### config.mk
export PLATFORM = sky130hd
export DESIGN_NAME = cpu_status_flags_and_address_wrap
export DESIGN_NICKNAME = d
export VERILOG_FILES = /design/src/psw_pkg.sv /design/src/arith_if.sv /design/src/arith_flag_unit.sv /design/src/cpu_status_flags_and_address_wrap.sv
export SDC_FILE = /design/constraint.sdc
export NUM_CORES = 1
export LEC_CHECK = 0
export BUFFER_PORTS_ARGS = -buffer_cell sky130_fd_sc_hd__buf_2
export CORE_AREA = 2 2 155 157
export DETAILED_ROUTE_END_ITERATION = 7
export DIE_AREA = 0 0 157 159
export PLACE_DENSITY_LB_ADDON = 0.25
export SYNTH_ARGS = -nofsm -noshare
export SYNTH_HDL_FRONTEND = slang
export SYNTH_HIERARCHICAL = 1
export SYNTH_SLANG_ARGS = --single-unit
### constraint.sdc
create_clock -name clock -period 3.3 [get_ports clock]
set_input_delay 0.495 -clock clock [delete_from_list [all_inputs] [get_ports clock]]
set_output_delay 0.495 -clock clock [all_outputs]
set_load 0.005 [all_outputs]
### src/psw_pkg.sv
// Purpose: Shared constants and types for the status word and address wrap logic.
// Assumes: 32-bit data path, 24-bit physical address space.
// Notes:   Field positions follow the status word layout.
package psw_pkg;

  localparam int          PSW_W            = 32;           // Status word width.
  localparam int          RFU_LO           = 8;            // Lowest reserved bit.
  localparam int          NP_BIT           = 7;            // NMI in service.
  localparam int          EP_BIT           = 6;            // Exception in progress.
  localparam int          ID_BIT           = 5;            // Maskable interrupts disabled.
  localparam int          SAT_BIT          = 4;            // Sticky saturation.
  localparam int          CY_BIT           = 3;            // Carry or borrow.
  localparam int          OV_BIT           = 2;            // Signed overflow.
  localparam int          S_BIT            = 1;            // Negative result.
  localparam int          Z_BIT            = 0;            // Zero result.
  localparam logic [31:0] PSW_RESET        = 32'h0000_0020; // Status word after reset.
  localparam logic [31:0] SAT_POS_MAX      = 32'h7FFF_FFFF; // Largest positive value.
  localparam logic [31:0] SAT_NEG_MIN      = 32'h8000_0000; // Most negative value.
  localparam logic [31:0] RESET_ENTRY_ADDR = 32'h0000_0000; // Reset fetch address in ROM.
  localparam logic [31:0] PC_VALID_MASK    = 32'h00FF_FFFE; // Live program counter bits.
  localparam int          PHYS_ADDR_W      = 24;           // Physical address width.

  // Arithmetic operations; bit 0 selects subtract, bit 1 selects saturation.
  typedef enum logic [1:0]
  {
    OP_ADD    = 2'b00,
    OP_SUB    = 2'b01,
    OP_SATADD = 2'b10,
    OP_SATSUB = 2'b11
  } alu_op_t;

endpackage : psw_pkg

### src/arith_if.sv
// Purpose: Carries operands and flag results between the core and the flag unit.
// Assumes: Purely combinational path inside one clock cycle.
// Notes:   The core drives operands, the unit answers with result and flags.
`timescale 1ns/100ps
interface arith_if;
  import psw_pkg::*;
  logic [31:0] a;       // First operand.
  logic [31:0] b;       // Second operand.
  alu_op_t     op;      // Operation.
  logic [31:0] result;  // Final, possibly saturated, result.
  logic        cy;      // Carry or borrow out of bit 31.
  logic        ov;      // Signed overflow.
  logic        s;       // Result negative.
  logic        z;       // Result zero.
  logic        sat_hit; // Saturating operation overflowed.
  modport core (output a, b, op, input result, cy, ov, s, z, sat_hit);
  modport unit (input a, b, op, output result, cy, ov, s, z, sat_hit);
endinterface : arith_if

### src/arith_flag_unit.sv
// Purpose: Adds or subtracts, saturates when asked, and derives the result flags.
// Assumes: Operands are stable for the whole cycle.
// Notes:   No state; the core registers everything it produces.
`timescale 1ns/100ps
module arith_flag_unit
(
  arith_if.unit port_u
);
  import psw_pkg::*;

  logic [32:0] wide;   // Sum or difference with carry bit.
  logic [31:0] raw;    // Unsaturated result.
  logic        is_sub; // Subtract select.
  logic        is_sat; // Saturation select.
  logic        ovf;    // Signed overflow of the raw result.

  ////////////////////////////////////////////////////////////////////////////
  // Arithmetic, saturation and flag derivation.
  always_comb
  begin
    is_sub = port_u.op[0];
    is_sat = port_u.op[1];
    // Bit 32 is carry on add and borrow on subtract.
    wide = is_sub ? ({1'b0, port_u.a} - {1'b0, port_u.b})
                  : ({1'b0, port_u.a} + {1'b0, port_u.b});
    raw  = wide[31:0];
    ovf  = is_sub ? ((port_u.a[31] != port_u.b[31]) && (raw[31] != port_u.a[31]))
                  : ((port_u.a[31] == port_u.b[31]) && (raw[31] != port_u.a[31]));
    // The overflow direction follows the first operand's sign.
    port_u.result = raw; // RL9
    if (is_sat && ovf)
    begin
      port_u.result = port_u.a[31] ? SAT_NEG_MIN : SAT_POS_MAX; // RL6
    end
    port_u.cy      = wide[32];                   // RL10
    port_u.ov      = ovf;                        // RL11
    port_u.s       = port_u.result[31];          // RL12
    port_u.z       = (port_u.result == 32'h0000_0000); // RL13
    port_u.sat_hit = is_sat && ovf;              // RL6
  end

endmodule : arith_flag_unit

### src/cpu_status_flags_and_address_wrap.sv
// Purpose: Status word, saturating result flags, interrupt state bits and address wrap.
// Assumes: One core clock; all inputs come from pipeline logic on that clock.
// Notes:   Hardware set events win over a same-cycle status word write.
`timescale 1ns/100ps
//
// Contract
// RL1: Status word bits 31..8 always read zero.
// RL2: NMI acknowledge sets bit 7; blocks nesting.
// RL3: Exception sets bit 6; interrupts still accepted.
// RL4: Bit 5 gates maskables; set on acknowledge.
// RL5: Saturation bit sticky until status word write.
// RL6: Saturated result from overflow and sign.
// RL7: Positive overflow gives max, flags 1,1,0.
// RL8: Negative overflow gives min, flags 1,1,1.
// RL9: In range: raw result, overflow clear, saturation kept.
// RL10: Bit 3 records carry or borrow.
// RL11: Bit 2 records signed overflow.
// RL12: Bit 1 set for negative result.
// RL13: Bit 0 set for zero result.
// RL14: After reset: port mode, fetch reset entry.
// RL15: Software enables expansion; off after reset.
// RL16: Upper eight address bits ignored physically.
// RL17: Program counter bits 31..24 stay zero.
// RL18: Software never branches into peripheral region.
// RL19: Operand address carry beyond 32 dropped.
// RL20: Program counter bit 0 held zero.
// RL21: Flags update at writeback, else held.
module cpu_status_flags_and_address_wrap
(
  input  wire logic                 clock,
  input  wire logic                 resetn,
  input  wire logic                 psw_wr_en,
  input  wire logic [31:0]          psw_wr_data,
  output logic [31:0]               program_status_word,
  input  wire logic                 alu_wb_valid,
  input  wire logic                 alu_sets_flags,
  input  wire psw_pkg::alu_op_t     alu_op,
  input  wire logic [31:0]          alu_a,
  input  wire logic [31:0]          alu_b,
  output logic [31:0]               alu_result,
  input  wire logic                 nmi_ack,
  input  wire logic                 exception_gen,
  input  wire logic                 maskable_irq_req,
  output logic                      maskable_irq_grant,
  input  wire logic                 pc_load_en,
  input  wire logic [31:0]          pc_target,
  input  wire logic                 pc_step_en,
  input  wire logic [31:0]          pc_offset,
  output logic [31:0]               program_counter,
  input  wire logic                 opnd_valid,
  input  wire logic [31:0]          opnd_base,
  input  wire logic [31:0]          opnd_disp,
  output logic [31:0]               data_addr,
  output logic [23:0]               data_phys_addr,
  input  wire logic                 mem_exp_wr_en,
  input  wire logic                 mem_exp_enable_in,
  output logic                      ext_expansion_en,
  output logic                      bus_port_mode
);
  import psw_pkg::*;

  // Whole block state in one word; the flags byte mirrors status word bits 7..0.
  typedef struct packed
  {
    logic [7:0]  flags;  // Status word bits 7..0.
    logic [23:0] pc;     // Live program counter bits.
    logic [31:0] daddr;  // Wrapped operand address.
    logic [31:0] result; // Written-back result.
    logic        expn;   // External expansion enabled.
  } core_state_t;

  core_state_t st_r;   // Registered state.
  core_state_t st_nxt; // Next state.

  arith_if sif ();     // Path to the flag unit.

  ////////////////////////////////////////////////////////////////////////////
  // Keeps only the live program counter bits, so a carry past bit 23 and an
  // odd target both vanish; used for loads and for relative steps.
  function automatic logic [23:0] pc_wrap(input logic [31:0] addr);
    pc_wrap = addr[23:0] & PC_VALID_MASK[23:0]; // RL17 RL20
  endfunction : pc_wrap

  ////////////////////////////////////////////////////////////////////////////
  // Flag unit.
  assign sif.a  = alu_a;
  assign sif.b  = alu_b;
  assign sif.op = alu_op;

  arith_flag_unit u_flags
  (
    .port_u (sif)
  );

  ////////////////////////////////////////////////////////////////////////////
  // Maskable acceptance; exception state deliberately does not block it.
  always_comb
  begin
    maskable_irq_grant = maskable_irq_req && !st_r.flags[ID_BIT] // RL4
                         && !st_r.flags[NP_BIT];                 // RL2 RL3
  end

  ////////////////////////////////////////////////////////////////////////////
  // Next-state logic. Order matters: a software write lands first, then the
  // hardware events, so an event in the same cycle as a write is never lost.
  always_comb
  begin
    st_nxt = st_r;
    // Direct write; only bits 7..0 exist, the rest are dropped.
    if (psw_wr_en)
    begin
      st_nxt.flags = psw_wr_data[7:0]; // RL1 RL5
    end
    // Writeback of an arithmetic result.
    if (alu_wb_valid)
    begin
      st_nxt.result = sif.result;
      // Non-flag instructions leave the flags alone.
      if (alu_sets_flags)
      begin
        st_nxt.flags[CY_BIT] = sif.cy; // RL10 RL21
        st_nxt.flags[OV_BIT] = sif.ov; // RL11 RL7 RL8 RL9
        st_nxt.flags[S_BIT]  = sif.s;  // RL12
        st_nxt.flags[Z_BIT]  = sif.z;  // RL13
        // Saturation only ever sets here; in-range results keep it.
        if (sif.sat_hit)
        begin
          st_nxt.flags[SAT_BIT] = 1'b1; // RL5 RL6
        end
      end
    end
    // Interrupt and exception state bits.
    if (nmi_ack)
    begin
      st_nxt.flags[NP_BIT] = 1'b1; // RL2
    end
    if (maskable_irq_grant)
    begin
      st_nxt.flags[ID_BIT] = 1'b1; // RL4
    end
    if (exception_gen)
    begin
      st_nxt.flags[EP_BIT] = 1'b1; // RL3
    end
    // Program counter: a load beats a relative step.
    if (pc_load_en)
    begin
      st_nxt.pc = pc_wrap(pc_target); // RL17
    end
    else if (pc_step_en)
    begin
      st_nxt.pc = pc_wrap({8'h00, st_r.pc} + pc_offset); // RL17
    end
    // Operand address: the 32-bit sum simply drops its carry.
    if (opnd_valid)
    begin
      st_nxt.daddr = opnd_base + opnd_disp; // RL19
    end
    // Expansion mode is only ever turned on by software.
    if (mem_exp_wr_en)
    begin
      st_nxt.expn = mem_exp_enable_in; // RL15
    end
  end

  ////////////////////////////////////////////////////////////////////////////
  // State register; reset starts fetch at the entry address in port mode.
  always_ff @(posedge clock or negedge resetn)
  begin
    if (!resetn)
    begin
      st_r.flags  <= PSW_RESET[7:0];
      st_r.pc     <= RESET_ENTRY_ADDR[23:0]; // RL14
      st_r.daddr  <= 32'h0000_0000;
      st_r.result <= 32'h0000_0000;
      st_r.expn   <= 1'b0;                   // RL14 RL15
    end
    else
    begin
      st_r <= st_nxt;
    end
  end

  ////////////////////////////////////////////////////////////////////////////
  // Outputs, all taken from the state register.
  assign program_status_word = {24'h00_0000, st_r.flags};     // RL1
  assign program_counter     = {8'h00, st_r.pc};              // RL17
  assign alu_result          = st_r.result;
  assign data_addr           = st_r.daddr;
  assign data_phys_addr      = st_r.daddr[PHYS_ADDR_W-1:0];   // RL16
  assign ext_expansion_en    = st_r.expn;
  assign bus_port_mode       = !st_r.expn;                    // RL14

  ////////////////////////////////////////////////////////////////////////////
  // Checks.
  AST_RFU_ZERO: assert property (@(posedge clock) disable iff (!resetn) // RL1
    psw_wr_en |=> program_status_word[31:8] == 24'h00_0000)
    else $error("Reserved status bits not zero after write.");

  AST_NP_SET: assert property (@(posedge clock) disable iff (!resetn) // RL2
    nmi_ack |=> program_status_word[NP_BIT] && !maskable_irq_grant)
    else $error("NMI acknowledge did not set and block.");

  AST_EP_OPEN: assert property (@(posedge clock) disable iff (!resetn) // RL3
    exception_gen && !st_r.flags[ID_BIT] && !st_r.flags[NP_BIT] && !nmi_ack
    && !maskable_irq_grant && !psw_wr_en
    |=> program_status_word[EP_BIT] && (maskable_irq_req == maskable_irq_grant))
    else $error("Exception state wrong or blocked interrupts.");

  AST_ID_GATE: assert property (@(posedge clock) disable iff (!resetn) // RL4
    maskable_irq_grant |=> program_status_word[ID_BIT] && !maskable_irq_grant)
    else $error("Maskable grant did not set disable flag.");

  AST_SAT_STICKY: assert property (@(posedge clock) disable iff (!resetn) // RL5
    program_status_word[SAT_BIT] && !psw_wr_en |=> program_status_word[SAT_BIT])
    else $error("Saturation flag dropped without write.");

  AST_SAT_POS: assert property (@(posedge clock) disable iff (!resetn) // RL7
    alu_wb_valid && alu_sets_flags && alu_op[1] && sif.ov && !alu_a[31]
    |=> alu_result == SAT_POS_MAX && program_status_word[SAT_BIT]
        && program_status_word[OV_BIT] && !program_status_word[S_BIT])
    else $error("Positive saturation wrong.");

  AST_SAT_NEG: assert property (@(posedge clock) disable iff (!resetn) // RL8
    alu_wb_valid && alu_sets_flags && alu_op[1] && sif.ov && alu_a[31]
    |=> alu_result == SAT_NEG_MIN && program_status_word[SAT_BIT]
        && program_status_word[OV_BIT] && program_status_word[S_BIT])
    else $error("Negative saturation wrong.");

  AST_SAT_RANGE: assert property (@(posedge clock) disable iff (!resetn) // RL9
    alu_wb_valid && alu_sets_flags && alu_op[1] && !sif.ov && !psw_wr_en
    |=> !program_status_word[OV_BIT]
        && program_status_word[S_BIT] == alu_result[31]
        && program_status_word[SAT_BIT] == $past(program_status_word[SAT_BIT]))
    else $error("In-range saturating result handled wrongly.");

  AST_ZERO_SIGN: assert property (@(posedge clock) disable iff (!resetn) // RL12 RL13
    alu_wb_valid && alu_sets_flags
    |=> program_status_word[Z_BIT] == (alu_result == 32'h0000_0000)
        && program_status_word[S_BIT] == alu_result[31])
    else $error("Zero or sign flag disagrees with result.");

  AST_FLAG_HOLD: assert property (@(posedge clock) disable iff (!resetn) // RL21
    !(alu_wb_valid && alu_sets_flags) && !psw_wr_en
    |=> program_status_word[3:0] == $past(program_status_word[3:0]))
    else $error("Result flags changed without writeback.");

  AST_PC_WRAP: assert property (@(posedge clock) disable iff (!resetn) // RL17 RL20
    pc_step_en && !pc_load_en
    |=> program_counter == (($past(program_counter) + $past(pc_offset)) & PC_VALID_MASK))
    else $error("Program counter did not wrap.");

  AST_DATA_WRAP: assert property (@(posedge clock) disable iff (!resetn) // RL16 RL19
    opnd_valid |=> data_addr == $past(opnd_base) + $past(opnd_disp)
                   && data_phys_addr == data_addr[23:0])
    else $error("Operand address not wrapped.");

  AST_PORT_MODE: assert property (@(posedge clock) disable iff (!resetn) // RL14
    !mem_exp_wr_en
    |=> ext_expansion_en == $past(ext_expansion_en) && bus_port_mode == !ext_expansion_en)
    else $error("Left port mode without software write.");

  // Expansion follows the software write, and port mode is always its inverse.
  AST_EXP_WRITE: assert property (@(posedge clock) disable iff (!resetn) // RL14 RL15
    mem_exp_wr_en |=> ext_expansion_en == $past(mem_exp_enable_in)
                      && bus_port_mode == !ext_expansion_en)
    else $error("Expansion enable did not follow its write.");

  // An add carries out exactly when the wrapped sum falls below the first operand.
  AST_CY_CARRY: assert property (@(posedge clock) disable iff (!resetn) // RL10
    alu_wb_valid && alu_sets_flags && !alu_op[0]
    |=> program_status_word[CY_BIT] == (($past(alu_a) + $past(alu_b)) < $past(alu_a)))
    else $error("Carry flag wrong after add.");

  // A subtract borrows exactly when the second operand is the larger one.
  AST_CY_BORROW: assert property (@(posedge clock) disable iff (!resetn) // RL10
    alu_wb_valid && alu_sets_flags && alu_op[0]
    |=> program_status_word[CY_BIT] == ($past(alu_b) > $past(alu_a)))
    else $error("Borrow flag wrong after subtract.");

  // Plain operations: overflow when the effective operand signs agree and the
  // result sign differs; the subtract flips the second operand's sign.
  AST_OV_PLAIN: assert property (@(posedge clock) disable iff (!resetn) // RL11
    alu_wb_valid && alu_sets_flags && !alu_op[1]
    |=> program_status_word[OV_BIT] == (($past(alu_a[31]) != alu_result[31])
        && ($past(alu_a[31]) == ($past(alu_b[31]) ^ $past(alu_op[0])))))
    else $error("Overflow flag wrong after plain operation.");

  // In a saturating operation an overflow always leaves saturation set.
  AST_SAT_SET: assert property (@(posedge clock) disable iff (!resetn) // RL6
    alu_wb_valid && alu_sets_flags && alu_op[1]
    |=> !program_status_word[OV_BIT] || program_status_word[SAT_BIT])
    else $error("Saturating overflow left saturation clear.");

  // A write with no competing event lands as the low byte only.
  AST_PSW_WRITE: assert property (@(posedge clock) disable iff (!resetn) // RL1 RL5
    psw_wr_en && !alu_wb_valid && !nmi_ack && !exception_gen && !maskable_irq_grant
    |=> program_status_word == {24'h00_0000, $past(psw_wr_data[7:0])})
    else $error("Status word write did not land.");

  // While an NMI is in service no maskable request gets through.
  AST_NP_BLOCK: assert property (@(posedge clock) disable iff (!resetn) // RL2
    program_status_word[NP_BIT] |-> !maskable_irq_grant)
    else $error("Grant given while NMI in service.");

  // With both blocking flags clear a request is granted in its own cycle.
  AST_GRANT_OPEN: assert property (@(posedge clock) disable iff (!resetn) // RL4
    maskable_irq_req && !program_status_word[ID_BIT] && !program_status_word[NP_BIT]
    |-> maskable_irq_grant)
    else $error("Open request was not granted.");

  // The written-back result only moves on a writeback.
  AST_RESULT_HOLD: assert property (@(posedge clock) disable iff (!resetn) // RL21
    !alu_wb_valid |=> alu_result == $past(alu_result))
    else $error("Result changed without writeback.");

  // An absolute load keeps only the live program counter bits.
  AST_PC_LOAD: assert property (@(posedge clock) disable iff (!resetn) // RL17 RL20
    pc_load_en |=> program_counter == ($past(pc_target) & PC_VALID_MASK))
    else $error("Program counter load not masked.");

endmodule : cpu_status_flags_and_address_wrap

# Word level (Yosys, flattened, before mapping)
# Index checks and enable logic that the tools add are counted.
[totals]
ff_bits = 97
input_bits = 239
output_inout_bits = 155
elab_cells = 41
[classes]
addsub = 4
n_eq_ne = 3
mux = 13
reduce_logical = 13
[ops]
columns = ["cell", "count"]
rows = [
  ["2-to-1 mux 32 bit", 2],
  ["2-to-1 mux 24 bit", 2],
  ["adder 32 x 32 -> 33 bit", 1],
  ["2-to-1 mux 33 bit", 1],
  ["subtractor 32 x 32 -> 33 bit", 1],
  ["adder 32 bit", 1],
  ["zero test 32 bit", 1],
  ["adder 24 bit", 1],
  ["2-to-1 mux 5 bit", 2],
  ["2-to-1 mux 8 bit", 1],
  ["nonzero test 2 bit", 4],
  ["logical AND 1 bit", 5],
  ["2-to-1 mux 1 bit", 5],
  ["zero test 1 bit", 3],
  ["!= test 1 bit", 2],
  ["equality test 1 bit", 1],
]

# Logic depth before layout (Yosys ltp)
[logic_depth]
ltp_word = 10
mapped_depth = 24
ltp_nobuf = 22

# Modules after synthesis
# The synthesis kept the hierarchy.
[by_module_without_submodules]
columns = ["module", "n_inst", "cells_each", "area_per_inst_um2", "seq_area_each_um2"]
rows = [
  ["cpu_status_flags_and_address_wrap", 1, 703, 6837.8, 2403.6],
  ["arith_flag_unit", 1, 432, 2790.2, 0.0],
]

# Least setup slack after synthesis
# OpenSTA, ideal clock, no wires.
[synth_path]
path_type = "input -> register"
start = "in alu_b[6]"
end = "reg st_r (netlist bit alu_result[23])"
setup_time_ns = 0.125
t_arrival_ns = 4.437
t_required_ns = 3.175
path_slack_ns = -1.262
stages = 22
n_path_buf = 2
cell_sequence = "nor3_1 nand2_1 nor4_1 nand2b_1 nor2_1 and2_1 a21o_1 o21ai_0 xnor2_1 ha_1 clkbuf_1 nand2_1 o21ai_0 nand3b_1 o21ai_0 a21oi_1 a221oi_2 xnor2_2 nor2_1 clkbuf_1 o21ai_0 mux2_2"
[synth_between]
elab_chain_cells = 7
word_cells_on_any_way = 9
classes_between = "add/sub (2); eq/ne (1); mux (3); reduce/logical (3)"
[synth_lines]
columns = ["element", "line", "text"]
rows = [
  ["start, declared", "cpu_status_flags_and_address_wrap.sv:39", "input wire logic [31:0] alu_b,"],
  ["adder 32 x 32 -> 33 bit / subtractor 32 x 32 -> 33 bit (equally long branches)", "arith_flag_unit.sv:25, arith_flag_unit.sv:24", ""],
  ["2-to-1 mux 33 bit (*)", "arith_flag_unit.sv:24", "wide = is_sub ? ({1'b0, port_u.a} - {1'b0, port_u.b})"],
  ["!= test 1 bit", "arith_flag_unit.sv:27, arith_flag_unit.sv:28", ""],
  ["logical AND 1 bit, on equally long branches", "arith_flag_unit.sv:28, arith_flag_unit.sv:27", ""],
  ["2-to-1 mux 1 bit", "arith_flag_unit.sv:27", "ovf = is_sub ? ((port_u.a[31] != port_u.b[31]) && (raw[31] != port_u.a[31]))"],
  ["logical AND 1 bit", "arith_flag_unit.sv:31", "if (is_sat && ovf)"],
  ["2-to-1 mux 32 bit (*)", "arith_flag_unit.sv:31", ""],
  ["named net sif.result[23]", "arith_if.sv:10", "logic [31:0] result;"],
  ["end signal, assigned", "cpu_status_flags_and_address_wrap.sv:180", "st_r <= st_nxt;"],
  ["end, declared", "cpu_status_flags_and_address_wrap.sv:72", "core_state_t st_r;"],
]
# Mark *: on every way through the listed nets, which the timed path passes. The rest lies on a longest branch.
# A chain may end at the register's enable or synchronous reset.

==> impl_results.rst <==
.. list-table::
   :header-rows: 1

   * - Metric
     - Value
   * - Standard-cell rows
     - 56
   * - Starting density of the core
     - 41.5%
   * - Design internal power
     - 3.92 mW
   * - Max IR drop VDD
     - 0.000297 V
   * - Number of cells on the worst reg-to-reg path
     - 12
   * - Setup clock skew after layout
     - 0.0105 ns
   * - TritonCTS clock tree
     - done
   * - Static Leakage
     - 6.81 nW
   * - TritonRoute pass-1 iters
     - 5
   * - Share of Yosys cell area claimed by the top area cell type
     - 24.7%
   * - Fraction of registers with async set or reset after synthesis
     - 100%
   * - Wire length on met2
     - 14,500 um
   * - Most common flop cell mapped by yosys
     - dfrtp_1
   * - Share of power burned in combinational logic
     - 54.9%
   * - Post-synth design cell area
     - 9630 um2
   * - Psw
     - 2.29 mW
   * - Global routing usage summed across all routing layers
     - 22.5%
   * - Max Cap Violations
     - 0
   * - I/O Pins
     - 394
   * - Tmin final
     - 4.05 ns
   * - Setup ws final
     - -0.754 ns
   * - Hold Fails Final Rpt
     - 0
   * - Post-DR wirelength/cell
     - 15.1 um
   * - Netlist cell types
     - 81
   * - H-Tree Depth
     - 3
   * - Power density relative to cell area
     - 455 nW/um2
   * - Wire length of the first global-routing pass
     - 46,200 um
   * - Maximum buffer depth of the clock tree
     - 2
   * - Endpoint class of the critical path
     - register
   * - IO Port Bufs
     - 318
   * - Routed Wire Length
     - 29,000 um
   * - Final Setup Violations
     - 37
   * - Required time of the critical path
     - 3.57 ns
   * - Failing checks
     - setup timing
   * - Maximum number of pins on one net before global-route repair
     - 76
   * - Height of the die
     - 159 um
   * - CP Max Fanout
     - 6
   * - Final slew viol count
     - 0
   * - Switching share of power
     - 36.9%
   * - Fin Hold WS
     - 0.305 ns
   * - Sequential group share of total power
     - 27.6%
   * - Unrepaired setup endpoints after global routing
     - true
   * - 1st-iter DRT viols
     - 330
   * - Syn_area_per_cell
     - 8.48 um2
   * - Fmax
     - 247 MHz
   * - Clk sink count
     - 96
   * - Core box area
     - 23,200 um2
   * - Synth-to-Final Area Change
     - 41.7%
   * - Net count reported at finish
     - 1,928
   * - Kind of start point of the critical path
     - input port
   * - Library cell occupying the most area in the post-synthesis netlist
     - dfrtp_1
   * - Remaining antenna violation count after routing
     - 0
   * - Routed metal-1 wire length
     - 12,500 um
   * - Skew-Pair Late Insertion Delay
     - 0.35 ns
   * - Number of enable-type register cells in the synthesized netlist
     - 0
   * - HPWL after detailed placement
     - 23,500 um
   * - Yosys warnings
     - 6
   * - Total clock buffers created by CTS
     - 9
   * - Highest metal layer with signal wires
     - met4
   * - Clock transition at the registers of the reported paths
     - 0.07 ns
   * - Routability congestion estimate from global placement
     - 0.890
   * - DR vias/cell
     - 5.09
   * - Mapped Cells
     - 1,135
   * - Clk Tree Root Cell
     - clkbuf_16
   * - Share of layout cells above drive strength 1
     - 42.6%
   * - Cells taking the most area after synthesis
     - dfrtp_1 (25%), ha_1 (11%), mux2_2 (6.7%)
   * - Post-detailed-route DRC marker count
     - 0
   * - Vias in the first global route
     - 9,587
   * - GRT overflow
     - 0
   * - Vias
     - 9,796
   * - Area enclosed by the die boundary
     - 25,000 um2
   * - Share of power burned in the clock network
     - 17.5%
   * - Number of buffers inserted for hold repair after clock tree synthesis
     - 0
   * - Run status
     - finished with violations
   * - Measured slew at the worst slew-check pin
     - 1.03 ns
   * - Antenna violations before repair
     - 0
   * - Die W
     - 157 um
   * - Kind of path behind the tightest hold check
     - input port to asynchronous set/reset pin
   * - Tot Pwr
     - 6.21 mW
   * - CP Data Arrival Time
     - 4.32 ns
   * - Routed wire length on met3
     - 1290 um
   * - Max-slew headroom
     - 31.5%
   * - Critical path class
     - input port to register
   * - Sequential cell area fraction in the yosys report
     - 25.0%
   * - Fillers
     - 2,105
   * - Post-synthesis sequential element count
     - 96
   * - Fin crit share
     - 123%
## metrics by stage
step	util [%]	setup TNS (ns)	worst slack [ns]	std cells	cell area, um2
after floorplan	-	-24.16	-0.775	1167	9970
after CTS	58.0	-22.51	-0.755	1919	13500
after global placement	54.7	-34.93	-1.19	1887	12700
after global routing	58.8	-31.81	-1.00	1924	13600
after detailed placement	54.7	-37.30	-1.28	1887	12700
final	58.8	-23.16	-0.754	1925	13600
## critical path, cell delays in order
cell      delay, ns
buf_8          0.10
nor3_4         0.19
nand2_2        0.10
nor4_4         0.15
nand2b_1       0.18
nor2b_4        0.21
nor2_1         0.08
xnor2_1        0.12
ha_1           0.37
nand3_1        0.14
nor3_1         0.21
o21ai_0        0.14
a21oi_1        0.26
a21oi_2        0.10
o21ai_1        0.22
xnor2_2        0.17
nand4_1        0.19
or4_4          0.57
nor4_2         0.14
nand2_1        0.08
o21ai_0        0.09
## synth_stat cells, types with 12 or more instances
cell	instances
nand3_1	19
nand2b_1	14
and3_1	12
inv_1	35
mux2i_1	13
nor2b_1	20
clkbuf_1	39
xor2_1	29
nand2_1	80
o21ai_0	98
nor2_1	64
dfrtp_1	95
or3_1	12
a21o_1	36
nor3_1	18
ha_1	86
buf_4	58
nand4_1	12
a21oi_1	103
mux2_2	57
xnor2_1	67
## logic make-up (layout without fill, tap and decap cells)
group / count (synthesis) / after routing / synth area share [%]
flops: 96 / 96 / 25.0
compound gates: 358 / 358 / 23.9
fa+ha+maj: 89 / 89 / 11.8
xor+xnor: 97 / 97 / 8.90
other cells: 1 / 34 / 0.0389
mux: 70 / 70 / 8.02
simple gates: 287 / 287 / 14.8
buf+inv: 137 / 575 / 7.63
## cells in the final DEF, fill, tap and decap left out, drive strengths merged, types with 13 or more instances in the layout
master,count
buf,524
a21oi,104
o21ai,103
dfrtp,95
ha,86
nand2,81
xnor2,68
nor2,64
mux2,57
inv,37
a21o,36
conb,33
xor2,29
nor2b,20
nand3,19
nor3,18
nand2b,14
mux2i,13
## layout make-up
class / count / area, um2 / share of cell area (%)
inverter: 35 / 131 / 0.963
antenna: 1 / 2.50 / 0.0183
tap: 319 / 399 / 2.92
clock buffer: 10 / 239 / 1.75
sequential: 96 / 2400 / 17.6
timing repair buffer: 524 / 3270 / 24.0
multi-input combinational: 934 / 7130 / 52.3
clock inverter: 6 / 66.3 / 0.486
## flip-flops by register name, summed over array words and instances, names as in the netlist
signal / cells
alu_result: 32
data_addr: 32
program_counter: 23
program_status_word: 8
ext_expansion_en: 1
## routing by layer
| layer | GRT usage (%) | vias to the layer above |
|---|---|---|
| met5 | 0 | - |
| met3 | 2.01 | 48 |
| li1 | - | 4974 |
| met1 | 27.6 | 4497 |
| met2 | 40.6 | 277 |
| met4 | 8.55 | 0 |
## what timing repair did
item                       CTS  global route
setup buffers               16             7
gates resized for setup     74            43
pin swaps                   27            22
hold endpoints to repair     0             0
setup endpoints to repair   37            39
cloned                       3             0
## path summary, 6_finish.rpt
check	slack [ns]	endpoint	start
worst max-delay path	-0.75	program_status_word[0]$_DFF_PN0_	alu_b[6]
worst max register to register	0.23	program_counter[21]$_DFFE_PN0P_	program_counter[1]$_DFFE_PN0P_
worst min register to register	0.51	data_addr[30]$_DFFE_PN0P_	data_addr[30]$_DFFE_PN0P_
max in group asynchronous	2.13	alu_result[13]$_DFFE_PN0P_	resetn
worst min-delay path	0.30	data_addr[12]$_DFFE_PN0P_	resetn
min in group clock	0.33	program_status_word[7]$_DFFE_PN0P_	nmi_ack
## power by group through the flow
stage	logic [mW]	registers (mW)	clock network, mW
floorplan	1.82	1.71	0
global placement	3.04	1.72	0
detailed placement	3.09	1.73	0
CTS	3.29	1.71	1.13
global route	3.75	1.75	1.16
finish	3.41	1.71	1.09
(Power assumes the default switching activity.)
